===== src/common/scpi_status_pkg.sv =====
// constants and types shared by the status reporting block
package scpi_status_pkg;
	localparam int QUES_W = 16;
	localparam int ESR_W = 8;
	localparam int STB_W = 8;
	localparam int RESP_W = 16;
	localparam int COND_W = 4;

	// questionable data condition bit positions
	localparam int QUES_OVLD_BIT = 0;
	localparam int QUES_UNLOCK_BIT = 5;
	localparam int QUES_CAL_BIT = 8;
	localparam int QUES_EXTREF_BIT = 9;
	localparam logic [15:0] QUES_VALID = 16'h0321;
	localparam logic [15:0] QUES_EVENT_RESET = 16'h0000;
	localparam logic [15:0] QUES_ENABLE_RESET = 16'h0000;

	// standard event bit positions
	localparam int ESR_OPC_BIT = 0;
	localparam int ESR_QUERY_BIT = 2;
	localparam int ESR_DEVICE_BIT = 3;
	localparam int ESR_EXEC_BIT = 4;
	localparam int ESR_CMD_BIT = 5;
	localparam int ESR_PON_BIT = 7;
	localparam logic [7:0] ESR_VALID = 8'hbd;
	localparam logic [7:0] ESR_EVENT_RESET = 8'h80;
	localparam logic [7:0] ESR_ENABLE_RESET = 8'h00;

	// status byte bit positions
	localparam int STB_ERRQ_BIT = 2;
	localparam int STB_QUES_BIT = 3;
	localparam int STB_MAV_BIT = 4;
	localparam int STB_ESB_BIT = 5;
	localparam int STB_MSS_BIT = 6;
	localparam logic [7:0] SRE_VALID = 8'h3c;
	localparam logic [7:0] SRE_RESET = 8'h00;
	localparam logic PSC_RESET = 1'b1;

	// query codes
	localparam logic [2:0] QRY_STB = 3'h0;
	localparam logic [2:0] QRY_SRE = 3'h1;
	localparam logic [2:0] QRY_ESR = 3'h2;
	localparam logic [2:0] QRY_ESE = 3'h3;
	localparam logic [2:0] QRY_QCOND = 3'h4;
	localparam logic [2:0] QRY_QEVENT = 3'h5;
	localparam logic [2:0] QRY_QENAB = 3'h6;
	localparam logic [2:0] QRY_PSC = 3'h7;

	// write codes
	localparam logic [1:0] WR_SRE = 2'h0;
	localparam logic [1:0] WR_ESE = 2'h1;
	localparam logic [1:0] WR_QENAB = 2'h2;
	localparam logic [1:0] WR_PSC = 2'h3;

	typedef enum logic {Q_IDLE, Q_WAIT_DONE} qry_state_t;
endpackage : scpi_status_pkg


===== src/core/status_event_group.sv =====
// event and enable layers of one status register group
`timescale 1ns/100ps
module status_event_group #(
	parameter int W = 8,
	parameter logic [W-1:0] VALID = '1,
	parameter logic [W-1:0] EVENT_RESET = '0,
	parameter logic [W-1:0] ENABLE_RESET = '0
) (
	input wire logic ref_clk,
	input wire logic nrst,
	input wire logic [W-1:0] set_bits,
	input wire logic clear_events,
	input wire logic enable_wr,
	input wire logic [W-1:0] enable_data,
	input wire logic enable_clear,
	output logic [W-1:0] event_bits,
	output logic [W-1:0] enable_bits,
	output logic summary
);
	typedef struct packed {
		logic [W-1:0] events;
		logic [W-1:0] enable;
	} group_state_t;

	group_state_t state;
	group_state_t next_state;

	always_comb
	begin
		next_state = state;
		// set wins over a clear in the same cycle
		next_state.events = ((state.events & ~{W{clear_events}}) | set_bits)
			& VALID;
		if (enable_clear)
		begin
			next_state.enable = '0;
		end
		else if (enable_wr)
		begin
			next_state.enable = enable_data & VALID;
		end
	end

	always_ff @(posedge ref_clk or negedge nrst)
	begin
		if (!nrst)
		begin
			state.events <= EVENT_RESET;
			state.enable <= ENABLE_RESET;
		end
		else
		begin
			state <= next_state;
		end
	end

	assign event_bits = state.events;
	assign enable_bits = state.enable;
	assign summary = |(state.events & state.enable);
endmodule : status_event_group


===== src/core/status_srq_unit.sv =====
// service request line and serial poll answer
`timescale 1ns/100ps
module status_srq_unit (
	input wire logic ref_clk,
	input wire logic nrst,
	input wire logic [7:0] summary_bits,
	input wire logic [7:0] sre,
	input wire logic poll_strobe,
	output logic mss,
	output logic rqs,
	output logic [7:0] poll_byte,
	output logic poll_valid,
	output logic srq_oe
);
	typedef struct packed {
		logic mss_prev;
		logic rqs;
		logic [7:0] poll_byte;
		logic poll_valid;
		logic srq_oe;
	} srq_state_t;

	srq_state_t state;
	srq_state_t next_state;
	logic mss_now;

	assign mss_now = |(summary_bits & sre & scpi_status_pkg::SRE_VALID);

	always_comb
	begin
		next_state = state;
		next_state.mss_prev = mss_now;
		next_state.poll_valid = poll_strobe;
		if (poll_strobe)
		begin
			next_state.poll_byte = summary_bits;
			next_state.poll_byte[scpi_status_pkg::STB_MSS_BIT] = state.rqs;
		end
		// a fresh rise of the summary beats the clear by a poll
		next_state.rqs = (state.rqs & ~poll_strobe)
			| (mss_now & ~state.mss_prev);
		next_state.srq_oe = next_state.rqs;
	end

	always_ff @(posedge ref_clk or negedge nrst)
	begin
		if (!nrst)
		begin
			state <= '0;
		end
		else
		begin
			state <= next_state;
		end
	end

	assign mss = mss_now;
	assign rqs = state.rqs;
	assign poll_byte = state.poll_byte;
	assign poll_valid = state.poll_valid;
	assign srq_oe = state.srq_oe;
endmodule : status_srq_unit


===== src/core/scpi_status_reporting.sv =====
// status byte, event groups, queries and serial poll of the instrument
`timescale 1ns/100ps
module scpi_status_reporting (
	input wire logic ref_clk,
	input wire logic nrst,
	input wire logic volt_overload,
	input wire logic pll_unlocked,
	input wire logic cal_fault,
	input wire logic ext_ref_used,
	input wire logic spoll_active,
	input wire logic err_queue_nonempty,
	input wire logic out_pending,
	input wire logic cmds_done,
	input wire logic ops_done,
	input wire logic qerr_empty_read,
	input wire logic qerr_interrupted,
	input wire logic qerr_buffers_full,
	input wire logic err_device,
	input wire logic err_exec,
	input wire logic err_command,
	input wire logic cmd_cls,
	input wire logic cmd_preset,
	input wire logic cmd_opc,
	input wire logic wr_valid,
	input wire logic [1:0] wr_code,
	input wire logic [15:0] wr_data,
	input wire logic qry_valid,
	input wire logic [2:0] qry_code,
	output logic qry_ready,
	output logic resp_valid,
	output logic [15:0] resp_data,
	output logic [7:0] status_byte,
	output logic opc_pending,
	output logic [7:0] poll_byte,
	output logic poll_valid,
	output logic srq_out,
	output logic srq_oe
);
	typedef struct packed {
		logic [4:0] sync1;
		logic [4:0] sync2;
		logic [3:0] cond_prev;
		logic spoll_prev;
		logic opc_armed;
		logic psc;
		logic [7:0] sre;
		logic [7:0] stb;
		scpi_status_pkg::qry_state_t qstate;
		logic qry_ready;
		logic resp_valid;
		logic [15:0] resp_data;
	} top_state_t;

	top_state_t state;
	top_state_t next_state;

	logic [3:0] cond_now;
	logic [15:0] ques_cond;
	logic [15:0] ques_rise;
	logic [15:0] ques_events;
	logic [15:0] ques_enable;
	logic ques_summary;
	logic [7:0] esr_set;
	logic [7:0] esr_events;
	logic [7:0] esr_enable;
	logic esr_summary;
	logic [7:0] stb_low;
	logic [7:0] stb_full;
	logic mss;
	logic poll_strobe;
	logic take_qry;
	logic clr_ques;
	logic clr_esr;
	logic ques_en_wr;
	logic ques_en_clr;
	logic ese_wr;
	logic opc_fire;

	// map synchronised conditions onto the 16-bit questionable layout
	function automatic logic [15:0] ques_map(input logic [3:0] c);
		logic [15:0] m;
		m = '0;
		m[scpi_status_pkg::QUES_OVLD_BIT] = c[0];
		m[scpi_status_pkg::QUES_UNLOCK_BIT] = c[1];
		m[scpi_status_pkg::QUES_CAL_BIT] = c[2];
		m[scpi_status_pkg::QUES_EXTREF_BIT] = c[3];
		return m;
	endfunction : ques_map

	assign cond_now = state.sync2[3:0];
	assign ques_cond = ques_map(cond_now);
	assign ques_rise = ques_map(cond_now & ~state.cond_prev);
	assign poll_strobe = state.sync2[4] & ~state.spoll_prev;

	assign take_qry = qry_valid & state.qry_ready;
	assign clr_ques = cmd_cls
		| (take_qry & (qry_code == scpi_status_pkg::QRY_QEVENT));
	assign clr_esr = cmd_cls
		| (take_qry & (qry_code == scpi_status_pkg::QRY_ESR));
	assign ques_en_wr = wr_valid & (wr_code == scpi_status_pkg::WR_QENAB);
	assign ques_en_clr = cmd_preset
		| (ques_en_wr & (wr_data == 16'h0000));
	assign ese_wr = wr_valid & (wr_code == scpi_status_pkg::WR_ESE);

	assign opc_fire = state.opc_armed & ops_done & ~cmd_cls;

	always_comb
	begin
		esr_set = '0;
		esr_set[scpi_status_pkg::ESR_OPC_BIT] = opc_fire;
		esr_set[scpi_status_pkg::ESR_QUERY_BIT] = qerr_empty_read
			| qerr_interrupted | qerr_buffers_full;
		esr_set[scpi_status_pkg::ESR_DEVICE_BIT] = err_device;
		esr_set[scpi_status_pkg::ESR_EXEC_BIT] = err_exec;
		esr_set[scpi_status_pkg::ESR_CMD_BIT] = err_command;
	end

	always_comb
	begin
		stb_low = '0;
		stb_low[scpi_status_pkg::STB_ERRQ_BIT] = err_queue_nonempty;
		stb_low[scpi_status_pkg::STB_QUES_BIT] = ques_summary;
		stb_low[scpi_status_pkg::STB_MAV_BIT] = out_pending;
		stb_low[scpi_status_pkg::STB_ESB_BIT] = esr_summary;
		stb_full = stb_low;
		stb_full[scpi_status_pkg::STB_MSS_BIT] = mss;
	end

	status_event_group #(
		.W(scpi_status_pkg::QUES_W),
		.VALID(scpi_status_pkg::QUES_VALID),
		.EVENT_RESET(scpi_status_pkg::QUES_EVENT_RESET),
		.ENABLE_RESET(scpi_status_pkg::QUES_ENABLE_RESET)
	) u_ques_group (
		.ref_clk(ref_clk),
		.nrst(nrst),
		.set_bits(ques_rise),
		.clear_events(clr_ques),
		.enable_wr(ques_en_wr),
		.enable_data(wr_data),
		.enable_clear(ques_en_clr),
		.event_bits(ques_events),
		.enable_bits(ques_enable),
		.summary(ques_summary)
	);

	status_event_group #(
		.W(scpi_status_pkg::ESR_W),
		.VALID(scpi_status_pkg::ESR_VALID),
		.EVENT_RESET(scpi_status_pkg::ESR_EVENT_RESET),
		.ENABLE_RESET(scpi_status_pkg::ESR_ENABLE_RESET)
	) u_esr_group (
		.ref_clk(ref_clk),
		.nrst(nrst),
		.set_bits(esr_set),
		.clear_events(clr_esr),
		.enable_wr(ese_wr),
		.enable_data(wr_data[7:0]),
		.enable_clear(1'b0),
		.event_bits(esr_events),
		.enable_bits(esr_enable),
		.summary(esr_summary)
	);

	status_srq_unit u_srq (
		.ref_clk(ref_clk),
		.nrst(nrst),
		.summary_bits(stb_low),
		.sre(state.sre),
		.poll_strobe(poll_strobe),
		.mss(mss),
		.rqs(),
		.poll_byte(poll_byte),
		.poll_valid(poll_valid),
		.srq_oe(srq_oe)
	);

	always_comb
	begin
		next_state = state;
		next_state.sync1 = {spoll_active, ext_ref_used, cal_fault,
			pll_unlocked, volt_overload};
		next_state.sync2 = state.sync1;
		next_state.cond_prev = cond_now;
		next_state.spoll_prev = state.sync2[4];
		next_state.stb = stb_full;
		next_state.resp_valid = 1'b0;
		if (cmd_opc)
		begin
			next_state.opc_armed = 1'b1;
		end
		else if (opc_fire || cmd_cls)
		begin
			next_state.opc_armed = 1'b0;
		end
		if (wr_valid && wr_code == scpi_status_pkg::WR_SRE)
		begin
			next_state.sre = wr_data[7:0] & scpi_status_pkg::SRE_VALID;
		end
		if (wr_valid && wr_code == scpi_status_pkg::WR_PSC)
		begin
			next_state.psc = wr_data[0];
		end
		case (state.qstate)
			scpi_status_pkg::Q_IDLE:
			begin
				if (take_qry)
				begin
					case (qry_code)
						scpi_status_pkg::QRY_STB:
						begin
							next_state.qstate = scpi_status_pkg::Q_WAIT_DONE;
							next_state.qry_ready = 1'b0;
						end
						scpi_status_pkg::QRY_SRE:
						begin
							next_state.resp_valid = 1'b1;
							next_state.resp_data = {8'h00, state.sre};
						end
						scpi_status_pkg::QRY_ESR:
						begin
							next_state.resp_valid = 1'b1;
							next_state.resp_data = {8'h00, esr_events};
						end
						scpi_status_pkg::QRY_ESE:
						begin
							next_state.resp_valid = 1'b1;
							next_state.resp_data = {8'h00, esr_enable};
						end
						scpi_status_pkg::QRY_QCOND:
						begin
							next_state.resp_valid = 1'b1;
							next_state.resp_data = ques_cond;
						end
						scpi_status_pkg::QRY_QEVENT:
						begin
							next_state.resp_valid = 1'b1;
							next_state.resp_data = ques_events;
						end
						scpi_status_pkg::QRY_QENAB:
						begin
							next_state.resp_valid = 1'b1;
							next_state.resp_data = ques_enable;
						end
						default:
						begin
							next_state.resp_valid = 1'b1;
							next_state.resp_data = {15'h0000, state.psc};
						end
					endcase
				end
			end
			scpi_status_pkg::Q_WAIT_DONE:
			begin
				if (cmds_done)
				begin
					next_state.resp_valid = 1'b1;
					next_state.resp_data = {8'h00, stb_full};
					next_state.qstate = scpi_status_pkg::Q_IDLE;
					next_state.qry_ready = 1'b1;
				end
			end
			default:
			begin
				next_state.qstate = scpi_status_pkg::Q_IDLE;
				next_state.qry_ready = 1'b1;
			end
		endcase
	end

	always_ff @(posedge ref_clk or negedge nrst)
	begin
		if (!nrst)
		begin
			state.sync1 <= '0;
			state.sync2 <= '0;
			state.cond_prev <= '0;
			state.spoll_prev <= 1'b0;
			state.opc_armed <= 1'b0;
			state.psc <= scpi_status_pkg::PSC_RESET;
			state.sre <= scpi_status_pkg::SRE_RESET;
			state.stb <= '0;
			state.qstate <= scpi_status_pkg::Q_IDLE;
			state.qry_ready <= 1'b1;
			state.resp_valid <= 1'b0;
			state.resp_data <= '0;
		end
		else
		begin
			state <= next_state;
		end
	end

	// open-drain request line: only ever pulls low
	assign srq_out = 1'b0;
	assign qry_ready = state.qry_ready;
	assign resp_valid = state.resp_valid;
	assign resp_data = state.resp_data;
	assign status_byte = state.stb;
	assign opc_pending = state.opc_armed;
endmodule : scpi_status_reporting


===== config.mk =====
export PLATFORM = sky130hd
export DESIGN_NAME = scpi_status_reporting
export DESIGN_NICKNAME = d
export VERILOG_FILES = /design/src/common/scpi_status_pkg.sv /design/src/core/status_event_group.sv /design/src/core/status_srq_unit.sv /design/src/core/scpi_status_reporting.sv
export SDC_FILE = /design/constraint.sdc
export NUM_CORES = 1
export LEC_CHECK = 0
export BUFFER_PORTS_ARGS = -buffer_cell sky130_fd_sc_hd__buf_2
export CAP_MARGIN = 0
export CORE_ASPECT_RATIO = 0.8
export CORE_MARGIN = 2
export CORE_UTILIZATION = 45
export CTS_CLUSTER_DIAMETER = 100
export DETAILED_ROUTE_END_ITERATION = 10
export PLACE_DENSITY = 0.69
export SKIP_LAST_GASP = 1
export SLEW_MARGIN = 25
export SYNTH_ARGS = -nofsm -noshare
export SYNTH_HDL_FRONTEND = slang
export SYNTH_HIERARCHICAL = 1
export SYNTH_SLANG_ARGS = --single-unit

===== constraint.sdc =====
create_clock -name ref_clk -period 1.5 [get_ports ref_clk]
set_input_delay 0.075 -clock ref_clk [delete_from_list [all_inputs] [get_ports ref_clk]]
set_output_delay 0.075 -clock ref_clk [all_outputs]
set_load 0.01 [all_outputs]

; ---- After elaboration in Yosys (flattened, before gate mapping)
; Cells that the tools add are included.
[word_totals]
wordCells = 88
in_bits = 43
output_inout_bits = 38
romBits = 0
n_memories = 0
mem_bits_rw = 0
reg_bits = 85
latchBits = 0
[op_classes]
n_addsub = 0
bitwise_logic = 33
n_mul = 0
magnitude_cmp = 0
n_reduce_logical = 13
muxes = 9
n_shift = 0
div_mod_pow = 0
n_eq_ne = 13
[op_table]
columns = op, n
row1 = case mux 17 bit (7 select lines), 1
row2 = 2-to-1 mux 19 bit, 2
row3 = case mux 19 bit (2 select lines), 1
row4 = 2-to-1 mux 16 bit, 2
row5 = AND 10 x 16 -> 16 bit, 1
row6 = AND 8 bit, 2
row7 = zero test 16 bit, 1
row8 = OR reduction 16 bit, 1
row9 = AND 1 bit, 11
row10 = AND 10 bit, 1
row11 = NOT 10 bit, 1
row12 = OR 10 bit, 1
row13 = "== test 3 bit, second input constant", 3
row14 = NOT 8 bit, 1
row15 = OR 8 x 6 -> 8 bit, 1
row16 = OR reduction 8 bit, 1
row17 = AND 6 bit, 1
row18 = "== test 3 x 2 -> 1 bit, second input constant", 2
row19 = "!= test 2 bit, second input constant", 3
row20 = OR 1 bit, 6
row21 = AND reduction 3 bit, 2
row22 = NOT 1 bit, 5
row23 = AND 4 bit, 1
row24 = "== test 2 bit, second input constant", 2
row25 = other kinds (12), 15

; ---- Depth between registers and ports, before layout
[depth]
ltp_word = 6
mapped_depth = 7
mapped_depth_nobuf = 6

; ---- Cells and area by module
; Netlist, hierarchy kept.
[modules_own_cells]
columns = module, n_inst, cells_each, area_per_inst_um2, seq_area_each_um2
row1 = scpi_status_reporting, 1, 207, 2243.4, 1128.6
row2 = status_srq_unit, 1, 35, 509.2, 275.3
row3 = status_event_group (u_esr_group), 1, 41, 505.5, 301.5
row4 = status_event_group (u_ques_group), 1, 50, 503.0, 200.2

; ---- Worst setup path before layout
; OpenSTA, ideal clock, no wires.
[synth_path]
path_kind = reg-to-reg
startpoint = register qry_ready (netlist name)
endpoint = register resp_data[9] (netlist name)
arrival_time_ns = 1.412
n_path_buf = 2
stages_incl_launch_ff = 6
required_time_ns = 1.378
synth_period_minus_slack_ns = 1.534
setup_slack_ns = -0.034
setup_time_ns = 0.122
cell_sequence = dfstp_2 > and3b_1 > clkbuf_1 > a21oi_4 > buf_6 > a32o_1
[synth_between]
elab_chain_len = 3
[synth_rtl]
columns = element, line
row1 = AND 1 bit, scpi_status_reporting.sv:95  ; assign take_qry = qry_valid & state.qry_ready;
row2 = != test 2 bit (no line), --
row3 = AND reduction 3 bit (no line), --
; Every way passes these cells.
; A chain may end at the register's enable or synchronous reset.

==> impl_metrics.py <==
metrics = {
    "finish": {
        "nFillCells": 692,
        "final_cells": 548,
        "final_nets": 479,
        "synthToLayoutAreaGrowth_pct": 20.9,
        "drive_gt1_frac": 0.380,
        "diodes": 0,
    },
    "floorplan": {
        "io_pins": 81,
        "fp.dieH_um": 85.8,
        "die-area_mm2": 0.00911,
        "num_rows": 29,
        "core_mm2": 0.00802,
        "die_w_um": 106,
        "start_util": 0.469,
    },
    "logic_synthesis": {
        "synth_cell_types": 46,
        "synth_top_family_by_area": "buffers and inverters",
        "muxShareOfSynthArea": 0.103,
        "ys.flop_type": "dfrtp_1",
        "synth_top_cell_by_area": "dfrtp_1",
        "yosys_warnings": 6,
        "synth_seq_area_share": 0.507,
        "async_reset_ff_frac": 1.00,
        "synth.area.top_cells": "dfrtp_1, buf_4, mux2_2",
        "synth-simple-area-share": 0.0888,
        "synth_xor_area_frac": 0,
        "synth_compound_area_frac": 0.141,
        "synth_edf_count": 0,
        "ys_top_cells_by_count": "dfrtp_1, buf_4, nand2_1",
        "syn_inst": 333,
        "synthAdderAreaFrac": 0,
        "yosys.area.top_type_share": 0.486,
        "yosysMostFrequentCell": "dfrtp_1",
        "syn_avg_cell_area_um2": 11.3,
        "syn_area_mm2": 0.00376,
        "synth-seq-cells": 76,
    },
    "power_and_ir_drop": {
        "pwr_density_cell_mw_per_mm2": 1180,
        "irDropWorstVdd_v": 0.000465,
        "power_leakage_nw": 2.27,
        "power_mw": 5.35,
    },
    "min_path": {
        "hold_class": "in2reg",
        "worstHoldStart": "wr_data[8]",
    },
    "clocking": {
        "h-tree-depth": 3,
        "cts_buffers": 9,
        "clkLatencyLatePin_ns": 0.35,
        "clkTransAtPathRegs_ns": 0.07,
        "cts-root-buf": "clkbuf_8",
        "cts_num_sinks": 76,
        "tritoncts": "done",
        "clockBufferDepth": 2,
    },
    "sta": {
        "period_share": 0.987,
        "slew_viol_final": 0,
        "fmax_mhz": 676,
        "setup_viol": 0,
        "hold_violations": 0,
        "min_period_ns": 1.48,
        "finalWorstSetupSlack_ns": 0.0200,
        "skew_ns": 0.00882,
        "rsz0062_at_grt": "yes",
    },
    "place": {
        "gp_congestion": 0.811,
        "numPortBuffers": 76,
        "dp_cells": 515,
        "dpl.hpwl_mm": 5.81,
        "pre_cts_ws_ns": -0.0392,
    },
    "worst_setup_path": {
        "crit_path_top_delay_cell": "dlygate4sd3_1",
        "end_kind": "register",
        "cp.arrival_ns": 1.71,
        "worst-path-max-fanout": 1,
        "crit_path_frequent_cell": "dlygate4sd3_1",
        "worstPathRequired_ns": 1.73,
        "timing.rr.start": "u_esr_group/enable_bits[4]",
        "crit_start": "qerr_buffers_full",
        "setup.worst_path.start_class": "input pin",
        "cpPeakStageDelay_ns": 0.56,
        "cpLargestDelayFamily": "buffers and inverters",
        "path_cells": "dlygate4sd3_1 -> buf_2 -> or3_1 -> dlygate4sd3_1 -> a21o_1",
        "crit_buf_inv": 3,
        "critical_path_class": "in2reg",
    },
    "routing": {
        "route.vias.total": 2626,
        "drtPass1Iterations": 4,
        "wl_mm": 7.77,
        "ant_nets": 0,
        "post_drt_wl_per_cell_um": 14.2,
        "first_iter_violations": 95,
        "drc": 0,
        "routed_via_density": 4.79,
    },
    "global_route": {
        "antenna_found_initial": 0,
        "grt_pass1_wl_mm": 13.0,
        "grt_pass1_vias": 2540,
        "grt.total_usage": 0.184,
        "grt_max_degree": 36,
        "overflow": 0,
    },
    "status": {
        "status": "complete, no violations",
    },
    "flow_run": {
        "drv_cap": 0,
    },
}
[metal layers]
layer	track usage	wire, um	vias up
li1	-	-	1275
met1	0.270	3690	1263
met2	0.270	3530	78
met3	0.0448	439	10
met4	0.0586	108	0
met5	0	0	-
[through the flow]
step                setup TNS, ns  area [um^2]  utilization  hold WS, ns
floorplan                       0         3910            -       -0.221
global placement                0         4150        0.517       0.0177
detailed placement        -0.0392         4150        0.517       0.0263
CTS                      -0.00191         4500        0.561     0.000468
global route               -0.190         4550        0.567      0.00714
finish                          0         4550        0.567      0.00798
[cells in the final DEF (no fill, tap or decap), types with 8 or more instances in the layout]
cell type and instances:
mux2_2 13, dlygate4sd3_1 17, mux2i_1 12, nor2_1 12
buf_4 37, buf_2 75, a21o_1 12, dfrtp_1 73
nand2_1 20, mux2_4 8, a22oi_1 12, nor2b_1 10
conb_1 42, o21ai_1 9, clkbuf_8 10
[flip-flops by register name, indices dropped and copies added, names as in the netlist]
register                  flops
resp_valid                    1
opc_pending                   1
resp_data                    16
u_esr_group/event_bits        6
qry_ready                     1
u_srq/rqs                     1
status_byte                   5
state                        11
u_ques_group/event_bits       4
u_srq/state                   1
cond_now                      4
u_srq/poll_valid              1
u_srq/poll_byte               8
u_esr_group/enable_bits       6
next_state                    6
u_ques_group/enable_bits      4
[power by group]
| part | switching (mW) | internal [mW] |
|---|---|---|
| Clock | 0.715 | 0.634 |
| Combinational | 0.696 | 0.694 |
| Sequential | 0.204 | 2.41 |
[final cells by class]
class	count	area, um^2	share of cell area
sequential	76	1910	0.419
multi-input combinational	211	1470	0.322
timing repair buffer	130	843	0.185
clock buffer	11	141	0.0311
tap	108	135	0.0297
inverter	8	30.0	0.00660
clock inverter	4	26.3	0.00578
[worst min-delay path: stages]
cell	delay, ns
buf_2	0.10
mux2i_1	0.06
nor2_1	0.08
[repair_timing]
item                                    in CTS  in global routing
setup buffers                                0                  1
pin swaps                                    0                  3
endpoints found under the setup margin       2                  4
cloned                                       0                  0
hold endpoints to repair                    52                  0
resized for setup                            3                  7
hold buffers                                17                  0
[worst paths after layout]
check,end,slack [ns],cells past startpoint
setup / recovery,u_esr_group/event_bits[2],0.02,5
hold / removal,u_ques_group/enable_bits[8],0.008,3
setup reg to reg,resp_data[6],0.02,6
hold reg to reg,cond_now[1],0.35,0
max in group asynchronous,qry_ready,0.71,3
min in group asynchronous,u_ques_group/enable_bits[9],0.19,2
[cells by family after synthesis]
group / after synthesis
other: 3
buffers and inverters: 85
multiplexers: 33
AO/OA/AOI/OAI: 71
AND/OR/NAND/NOR: 65
flip-flops: 76
Power figures use the tool's default switching activity.
